===== src/design/csm_pkg.sv =====
// Constants, types and helpers for the clock select and module stop block.
// Assumes a 24-bit byte address space and 16-bit registers on a plain port.
package csm_pkg;

   // ----------------------------------------------------------------
   // Register map
   // ----------------------------------------------------------------
   localparam int          CSM_ADDR_W  = 24;
   localparam int          CSM_DATA_W  = 16;
   localparam logic [23:0] CSM_SCR_OFF = 24'hFFFDC4;
   localparam logic [23:0] CSM_MSA_OFF = 24'hFFFDC8;
   localparam logic [23:0] CSM_MSB_OFF = 24'hFFFDCA;
   localparam logic [23:0] CSM_MSC_OFF = 24'hFFFDCC;
   localparam logic [23:0] CSM_STA_OFF = 24'hFFFDCE;

   // ----------------------------------------------------------------
   // Field positions
   // ----------------------------------------------------------------
   localparam int CSM_SEL_W     = 3;
   localparam int CSM_CORE_LSB  = 8;
   localparam int CSM_PERI_LSB  = 4;
   localparam int CSM_BUS_LSB   = 0;
   localparam int CSM_ALLST_BIT = 15;
   localparam int CSM_STA_ALL   = 0;
   localparam int CSM_STA_ARMED = 1;

   // ----------------------------------------------------------------
   // Writable bits, module bits, core-clocked modules, reset values
   // ----------------------------------------------------------------
   localparam logic [15:0] CSM_SCR_MASK  = 16'h0777;
   localparam logic [15:0] CSM_MSA_WMASK = 16'hB329;
   localparam logic [15:0] CSM_MSA_MASK  = 16'h3329;
   localparam logic [15:0] CSM_MSB_MASK  = 16'h97C0;
   localparam logic [15:0] CSM_MSC_MASK  = 16'hFC1F;
   localparam logic [15:0] CSM_MSA_CORE  = 16'h3000;
   localparam logic [15:0] CSM_MSC_CORE  = 16'h001F;
   localparam logic [15:0] CSM_SCR_RST   = 16'h0111;
   localparam logic [15:0] CSM_MSA_RST   = 16'h3329;
   localparam logic [15:0] CSM_MSB_RST   = 16'h97C0;
   localparam logic [15:0] CSM_MSC_RST   = 16'hFC00;
   localparam logic [2:0]  CSM_SEL_X2    = 3'h1;

   // ----------------------------------------------------------------
   // Types
   // ----------------------------------------------------------------
   typedef enum logic [2:0] {
      CSM_ST_RUN  = 3'h1,
      CSM_ST_SLP  = 3'h2,
      CSM_ST_ALL  = 3'h4
   } csm_state_t;

   typedef struct packed {
      logic [23:0] addr;
      logic [15:0] wdata;
      logic        wr;
      logic        rd;
   } csm_req_t;

   typedef struct packed {
      logic cpu;
      logic periph;
      logic ext_bus;
      logic bus_ctrl;
      logic io;
   } csm_gate_t;

   // ----------------------------------------------------------------
   // Helpers
   // ----------------------------------------------------------------
   // Code 001 runs at the full doubled rate; each step above halves it
   function automatic logic [5:0] csm_div_limit(input logic [2:0] code);
      logic [2:0] sh;
      sh = (code == 3'h0) ? 3'h0 : code - 3'h1;
      return 6'((7'h01 << sh) - 7'h01);
   endfunction

   function automatic logic csm_hit(input logic [23:0] addr, input logic [23:0] off);
      return addr == off;
   endfunction

endpackage


===== src/design/csm_clk_div.sv =====
// Rate divider: one-cycle enable tick at a rate picked by a 3-bit code.
// Assumes core_clk is the doubled input clock; code 001 ticks every cycle.
`timescale 1ns/10ps
module csm_clk_div
   import csm_pkg::*;
#(
   parameter int SEL_W = 3,
   parameter int CNT_W = 6
)(
   input  wire logic             core_clk,
   input  wire logic             rst_b,
   input  wire logic [SEL_W-1:0] code,
   output logic                  tick
);

   logic [CNT_W-1:0] cnt_reg;
   logic [CNT_W-1:0] limit;
   logic             tick_reg;

   generate
      if (SEL_W != CSM_SEL_W || CNT_W < 6) begin : g_bad
         $error("csm_clk_div: SEL_W must be 3 and CNT_W at least 6");
      end
   endgenerate

   assign limit = CNT_W'(csm_div_limit(code));
   assign tick  = tick_reg;

   // ----------------------------------------------------------------
   // Counter
   // ----------------------------------------------------------------
   // Compare with >= so a code change to a faster rate never overshoots
   always_ff @(posedge core_clk or negedge rst_b) begin
      if (!rst_b) begin
         cnt_reg <= '0;
      end else if (cnt_reg >= limit) begin
         cnt_reg <= '0;
      end else begin
         cnt_reg <= cnt_reg + 1'b1;
      end
   end

   always_ff @(posedge core_clk or negedge rst_b) begin
      if (!rst_b) begin
         tick_reg <= 1'b0;
      end else begin
         tick_reg <= (cnt_reg >= limit);
      end
   end

endmodule


===== src/design/csm_clock_stop.sv =====
// Clock select and module stop control: registers, rate ticks, gating.
// Assumes sleep_req and wake_req come from core logic on core_clk.
//
// What this block does
// - Core select bits 10:8; 001 doubles input
// - Peripheral select bits 6:4; 001 doubles input
// - Bus select bits 2:0; 001 doubles input
// - Stop bit 1 stops module, 0 releases
// - Register A bit 15 enables all-stop
// - Sleep with enable and all stopped: all-stop
// - All-stop also halts bus controller, ports
// - Register A module bit assignment
// - Register B module bit assignment
// - Register C module bit assignment
//
// Added by the designer: the plain strobed port.
`timescale 1ns/10ps
module csm_clock_stop
   import csm_pkg::*;
(
   input  wire logic        core_clk,
   input  wire logic        rst_b,
   input  wire csm_req_t    bus_req,
   output logic [15:0]      rd_data,
   input  wire logic        sleep_req,
   input  wire logic        wake_req,
   output csm_gate_t        gate,
   output logic [15:0]      mod_clk_en_a,
   output logic [15:0]      mod_clk_en_b,
   output logic [15:0]      mod_clk_en_c,
   output logic             all_stop_active
);

   // ----------------------------------------------------------------
   // Declarations
   // ----------------------------------------------------------------
   logic [15:0] system_clock_control_reg;
   logic [15:0] module_stop_control_a_reg;
   logic [15:0] module_stop_control_b_reg;
   logic [15:0] module_stop_control_c_reg;
   logic [15:0] rd_data_reg;
   logic [15:0] rd_data_next;
   logic [15:0] mod_clk_en_a_reg;
   logic [15:0] mod_clk_en_b_reg;
   logic [15:0] mod_clk_en_c_reg;
   csm_gate_t   gate_reg;
   csm_state_t  state_reg;
   csm_state_t  state_next;
   logic        all_stop_reg;
   logic [2:0]  core_clock_select;
   logic [2:0]  peripheral_clock_select;
   logic [2:0]  bus_clock_select;
   logic        all_clock_stop_enable;
   logic        all_stopped;
   logic        core_tick;
   logic        periph_tick;
   logic        bus_tick;
   logic        wr_scr;
   logic        wr_msa;
   logic        wr_msb;
   logic        wr_msc;
   logic [15:0] grp_a_tick;
   logic [15:0] grp_c_tick;

   // ----------------------------------------------------------------
   // Field decode
   // ----------------------------------------------------------------
   assign core_clock_select       = system_clock_control_reg[CSM_CORE_LSB +: CSM_SEL_W];
   assign peripheral_clock_select = system_clock_control_reg[CSM_PERI_LSB +: CSM_SEL_W];
   assign bus_clock_select        = system_clock_control_reg[CSM_BUS_LSB +: CSM_SEL_W];
   assign all_clock_stop_enable   = module_stop_control_a_reg[CSM_ALLST_BIT];

   // Every controlled module must be stopped; bit 15 of A is not a module
   assign all_stopped = ((module_stop_control_a_reg & CSM_MSA_MASK) == CSM_MSA_MASK)
                     && ((module_stop_control_b_reg & CSM_MSB_MASK) == CSM_MSB_MASK)
                     && ((module_stop_control_c_reg & CSM_MSC_MASK) == CSM_MSC_MASK);

   assign wr_scr = bus_req.wr && csm_hit(bus_req.addr, CSM_SCR_OFF);
   assign wr_msa = bus_req.wr && csm_hit(bus_req.addr, CSM_MSA_OFF);
   assign wr_msb = bus_req.wr && csm_hit(bus_req.addr, CSM_MSB_OFF);
   assign wr_msc = bus_req.wr && csm_hit(bus_req.addr, CSM_MSC_OFF);

   // ----------------------------------------------------------------
   // Rate dividers
   // ----------------------------------------------------------------
   csm_clk_div #(.SEL_W(CSM_SEL_W), .CNT_W(6)) u_core_div (
      .core_clk (core_clk),
      .rst_b    (rst_b),
      .code     (core_clock_select),
      .tick     (core_tick)
   );

   csm_clk_div #(.SEL_W(CSM_SEL_W), .CNT_W(6)) u_peri_div (
      .core_clk (core_clk),
      .rst_b    (rst_b),
      .code     (peripheral_clock_select),
      .tick     (periph_tick)
   );

   csm_clk_div #(.SEL_W(CSM_SEL_W), .CNT_W(6)) u_bus_div (
      .core_clk (core_clk),
      .rst_b    (rst_b),
      .code     (bus_clock_select),
      .tick     (bus_tick)
   );

   // ----------------------------------------------------------------
   // Registers
   // ----------------------------------------------------------------
   always_ff @(posedge core_clk or negedge rst_b) begin
      if (!rst_b) begin
         system_clock_control_reg <= CSM_SCR_RST;
      end else if (wr_scr) begin
         system_clock_control_reg <= bus_req.wdata & CSM_SCR_MASK;
      end
   end

   // Stop bits are plain storage: set stops, clear releases
   always_ff @(posedge core_clk or negedge rst_b) begin
      if (!rst_b) begin
         module_stop_control_a_reg <= CSM_MSA_RST;
      end else if (wr_msa) begin
         module_stop_control_a_reg <= bus_req.wdata & CSM_MSA_WMASK;
      end
   end

   always_ff @(posedge core_clk or negedge rst_b) begin
      if (!rst_b) begin
         module_stop_control_b_reg <= CSM_MSB_RST;
      end else if (wr_msb) begin
         module_stop_control_b_reg <= bus_req.wdata & CSM_MSB_MASK;
      end
   end

   always_ff @(posedge core_clk or negedge rst_b) begin
      if (!rst_b) begin
         module_stop_control_c_reg <= CSM_MSC_RST;
      end else if (wr_msc) begin
         module_stop_control_c_reg <= bus_req.wdata & CSM_MSC_MASK;
      end
   end

   // ----------------------------------------------------------------
   // Read port
   // ----------------------------------------------------------------
   always_comb begin
      rd_data_next = 16'h0000;
      if (bus_req.rd) begin
         if (csm_hit(bus_req.addr, CSM_SCR_OFF)) begin
            rd_data_next = system_clock_control_reg;
         end else if (csm_hit(bus_req.addr, CSM_MSA_OFF)) begin
            rd_data_next = module_stop_control_a_reg;
         end else if (csm_hit(bus_req.addr, CSM_MSB_OFF)) begin
            rd_data_next = module_stop_control_b_reg;
         end else if (csm_hit(bus_req.addr, CSM_MSC_OFF)) begin
            rd_data_next = module_stop_control_c_reg;
         end else if (csm_hit(bus_req.addr, CSM_STA_OFF)) begin
            rd_data_next[CSM_STA_ALL]   = all_stopped;
            rd_data_next[CSM_STA_ARMED] = all_stopped && all_clock_stop_enable;
         end
      end
   end

   // Data stand only in the cycle after the strobe; zero otherwise
   always_ff @(posedge core_clk or negedge rst_b) begin
      if (!rst_b) begin
         rd_data_reg <= 16'h0000;
      end else begin
         rd_data_reg <= rd_data_next;
      end
   end

   // ----------------------------------------------------------------
   // Power state
   // ----------------------------------------------------------------
   always_comb begin
      state_next = state_reg;
      unique case (state_reg)
         CSM_ST_RUN: begin
            if (sleep_req && all_clock_stop_enable && all_stopped) begin
               state_next = CSM_ST_ALL;
            end else if (sleep_req) begin
               state_next = CSM_ST_SLP;
            end
         end
         CSM_ST_SLP: begin
            if (wake_req) begin
               state_next = CSM_ST_RUN;
            end
         end
         CSM_ST_ALL: begin
            if (wake_req) begin
               state_next = CSM_ST_RUN;
            end
         end
         default: begin
            state_next = CSM_ST_RUN;
         end
      endcase
   end

   always_ff @(posedge core_clk or negedge rst_b) begin
      if (!rst_b) begin
         state_reg <= CSM_ST_RUN;
      end else begin
         state_reg <= state_next;
      end
   end

   always_ff @(posedge core_clk or negedge rst_b) begin
      if (!rst_b) begin
         all_stop_reg <= 1'b0;
      end else begin
         all_stop_reg <= (state_next == CSM_ST_ALL);
      end
   end

   // ----------------------------------------------------------------
   // Clock gating
   // ----------------------------------------------------------------
   // Enables, not gated clocks: keeps the block on one clock, no glitches
   always_ff @(posedge core_clk or negedge rst_b) begin
      if (!rst_b) begin
         gate_reg <= '0;
      end else begin
         gate_reg.cpu      <= (state_reg == CSM_ST_RUN) && core_tick;
         gate_reg.periph   <= (state_reg != CSM_ST_ALL) && periph_tick;
         gate_reg.ext_bus  <= (state_reg != CSM_ST_ALL) && bus_tick;
         gate_reg.bus_ctrl <= (state_reg != CSM_ST_ALL) && core_tick;
         gate_reg.io       <= (state_reg != CSM_ST_ALL) && periph_tick;
      end
   end

   // DMA, transfer controller and RAM banks follow the core rate
   assign grp_a_tick = (CSM_MSA_CORE & {16{core_tick}}) | (~CSM_MSA_CORE & {16{periph_tick}});
   assign grp_c_tick = (CSM_MSC_CORE & {16{core_tick}}) | (~CSM_MSC_CORE & {16{periph_tick}});

   // A stopped module keeps its state; only its clock enable drops
   always_ff @(posedge core_clk or negedge rst_b) begin
      if (!rst_b) begin
         mod_clk_en_a_reg <= 16'h0000;
         mod_clk_en_b_reg <= 16'h0000;
         mod_clk_en_c_reg <= 16'h0000;
      end else begin
         mod_clk_en_a_reg <= ~module_stop_control_a_reg & CSM_MSA_MASK & grp_a_tick;
         mod_clk_en_b_reg <= ~module_stop_control_b_reg & CSM_MSB_MASK & {16{periph_tick}};
         mod_clk_en_c_reg <= ~module_stop_control_c_reg & CSM_MSC_MASK & grp_c_tick;
      end
   end

   // ----------------------------------------------------------------
   // Outputs
   // ----------------------------------------------------------------
   assign rd_data         = rd_data_reg;
   assign gate            = gate_reg;
   assign mod_clk_en_a    = mod_clk_en_a_reg;
   assign mod_clk_en_b    = mod_clk_en_b_reg;
   assign mod_clk_en_c    = mod_clk_en_c_reg;
   assign all_stop_active = all_stop_reg;
endmodule


===== config.mk =====
export PLATFORM = sky130hd
export DESIGN_NAME = csm_clock_stop
export DESIGN_NICKNAME = d
export VERILOG_FILES = /design/src/design/csm_pkg.sv /design/src/design/csm_clk_div.sv /design/src/design/csm_clock_stop.sv
export SDC_FILE = /design/constraint.sdc
export NUM_CORES = 1
export LEC_CHECK = 0
export BUFFER_PORTS_ARGS = -buffer_cell sky130_fd_sc_hd__clkbuf_2
export CAP_MARGIN = 0
export CELL_PAD_IN_SITES_DETAIL_PLACEMENT = 0
export CELL_PAD_IN_SITES_GLOBAL_PLACEMENT = 2
export CORE_MARGIN = 3
export CORE_UTILIZATION = 38
export DETAILED_ROUTE_END_ITERATION = 10
export GPL_TIMING_DRIVEN = 0
export HOLD_SLACK_MARGIN = 0.1
export PLACE_DENSITY = 0.82
export SYNTH_ARGS = -nofsm -noshare
export SYNTH_HDL_FRONTEND = slang
export SYNTH_HIERARCHICAL = 1
export SYNTH_SLANG_ARGS = --single-unit

===== constraint.sdc =====
create_clock -name core_clk -period 8.48 [get_ports core_clk]
set_input_delay 0.424 -clock core_clk [delete_from_list [all_inputs] [get_ports core_clk]]
set_output_delay 0.424 -clock core_clk [all_outputs]
set_load 0.02 [all_outputs]

==> impl_metrics.csv <==
group,metric,value,unit
synth,yosysMostFrequentCell,"dfrtp_1",
die,core_area,0.0140,mm2
die,die_y,126,um
run,maxCapViolCount,0,
drt,via_count,3922,
die,io-pin-count,116,
die,die_width,126,um
drt,drtIter0Drc,235,
finish,nNetsFinal,684,
clocking,cts-root-buf,"clkbuf_16",
place,hpwlAfterDp,9.33,mm
die,dieArea,0.0160,mm2
synth,ys_top_cells_by_area,"dfrtp_1, dfstp_2, mux2_2",
synth,synth_cell_types,56,
synth,ys_warn_count,6,
die,rows,43,
setup_path,crit_arrival,3620,ps
sta,setup_tns,0,ps
clocking,clkTransAtPathRegs,70,ps
finish,final-instance-count-excl-fill,793,
synth,ys_ff_latch,105,
finish,diodes,0,
sta,period_minus_slack,3350,ps
min_path,worstHoldPathType,"input pin to asynchronous set/reset pin",
finish,largest_register_ffs,16,
setup_path,critPathMaxFanout,9,
clocking,cts_tree,"built",
pwr,ir_drop,0.0952,mV
sta,fmax,298,MHz
sta,slew_headroom,58.5,%
pwr,power.density,147,mW/mm2
setup_path,rr_startpoint,"system_clock_control_reg[0]",
global_route,gr-total-overflow,0,
global_route,grtUsageTotal,16.1,%
global_route,grt_antenna_before_repair,0,
clocking,cts_resized,0,
global_route,grt_max_degree,66,
synth,syn_inst,482,
setup_path,ff2ff_path_depth,16,
setup_path,crit_start,"system_clock_control_reg[0]",
synth,synth_edf_count,0,
drt,drcViolationCount,0,
setup_path,r2r_end,"u_bus_div/cnt_reg[5]",
setup_path,start_kind,"register",
setup_path,crit_end,"u_bus_div/cnt_reg[5]",
global_route,grt_pass1_vias,3868,
pwr,power_leakage,3.01,nW
place,io_buffer_count,92,
sta,hold_viol,0,
sta,final_max_slew_viol_count,0,
status,status,"finished clean",
clocking,cts.sinks,105,
clocking,clkLatencyLatePin,340,ps
synth,synth_common_cells,"dfrtp_1, mux2_2, nor2b_1, nor2_1, ha_1",
sta,setup_viol,0,
drt,drtAntennaViolNets,0,
die,start_util,39.3,%
finish,fill_cells,1318,
drt,avgRoutedWirePerCell,16.0,um
place,dp.cells,777,
place,place_congestion,0.769,
sta,skew,9.94,ps
finish,fin_util,47.0,%
global_route,grt_pass1_wl,20.5,mm
setup_path,crit_path_end_kind,"register",
drt,wirelength,12.7,mm
synth,synth_area_per_cell,11.4,um2
synth,synth_top_area_share,36.7,%
sta,rsz0062_at_grt,"false",
drt,drt_pass1_iterations,4,
finish,syn_to_final_growth,19.7,%
clocking,cts_max_level,3,
drt,via_per_inst,4.95,
clocking,cts_made_buffers,9,
sta,worst_slew_pin_slew,623,ps
setup_path,rrSetupSlack,5130,ps
sta,min_period_over_period,39.6,%
clocking,hold_buffers,0,
synth,async_flop_share,100,%
clocking,cts_setup_buffers,0,
clocking,cts_buffer_depth,2,
synth,netlist_area,0.00552,mm2
finish,drive_gt1_share,38.0,%
synth,yosysTopAreaCell,"dfrtp_1",
setup_path,path_class,"register to register",
synth,yosysSeqAreaShare,48.2,%
synth,synth_ff_type,"dfrtp_1",
setup_path,crit_required,8750,ps
==> through the flow <==
| step | total power [W] | hold slack, ps | cell area [um2] | setup WS [ps] |
|---|---|---|---|---|
| 6_report | 0.000971 | 103 | 6610 | 5130 |
| 5_1_grt | 0.00101 | 152 | 6610 | 4890 |
| 4_1_cts | 0.000982 | 130 | 6610 | 5120 |
| 3_5_place_dp | 0.000579 | 474 | 6310 | 5150 |
| 3_3_place_gp | 0.000576 | 467 | 6280 | 5230 |
| 2_1_floorplan | 0.000549 | 128 | 5600 | 5490 |
==> per-layer routing <==
layer	vias up	global-route usage [%]	wire length, um
met2	105	25.6	5960
met4	0	3.79	75
met1	1907	22.6	5930
met3	5	3.45	724
met5	-	0	0
li1	1905	-	-
==> power by group <==
part	internal [W]	leakage, nW	switching (W)
clock	0.000217	0.139	0.000184
combinational	0.0000229	1.66	0.0000369
sequential	0.000506	1.21	0.00000356
==> layout by cell type (no fill, tap or decap), types with 15 or more instances in the layout <==
cell type,instances
a21oi_1,22
nor2_1,33
nand3_1,17
buf_4,28
dfstp_2,24
clkbuf_2,91
dfrtp_1,81
nor2b_1,36
mux2_2,39
ha_1,30
conb_1,23
nand4_1,15
==> final cells by class <==
class	count	area (um2)	share of cell area (%)
tap	180	225	3.41
buffer	45	344	5.21
clock inverter	5	37.5	0.568
sequential	105	2660	40.2
multi-input combinational	337	2530	38.4
timing repair buffer	93	490	7.43
clock buffer	11	253	3.83
inverter	17	63.8	0.966
==> worst min-delay path by stage <==
stage          depth (start not counted)         endpoint  slack (ps)
2_1_floorplan                          0  all_stop_active         130
3_3_place_gp                           1  mod_clk_en_c[0]         470
3_5_place_dp                           1  mod_clk_en_c[0]         470
4_1_cts                                1     state_reg[1]         130
5_1_grt                                1     state_reg[1]         150
6_report                               1       rd_data[0]         100
==> critical path, cell delays in order (launching register included) <==
cell	delay, ps
dfstp_2	390
buf_4	160
nor2_1	190
inv_1	70
ha_1	170
buf_2	160
or3b_1	430
ha_1	200
clkbuf_1	170
o21a_1	140
o221a_1	200
o21ai_1	140
ha_1	260
o21a_1	180
a21oi_2	150
o21ai_2	130
nor2_1	130
==> logic make-up after synthesis <==
group	Yosys count	share of synthesized area (%)
and+or+nand+nor	158	17.6
DFF	105	48.2
AOI/OAI and AO/OA	66	8.60
buffers and inverters	62	7.39
muxes	42	8.51
adders and majority gates	30	6.80
xor gates and xnor gates	18	2.86
other	1	0.0680
No activity file was read; power rests on OpenSTA's default activity.
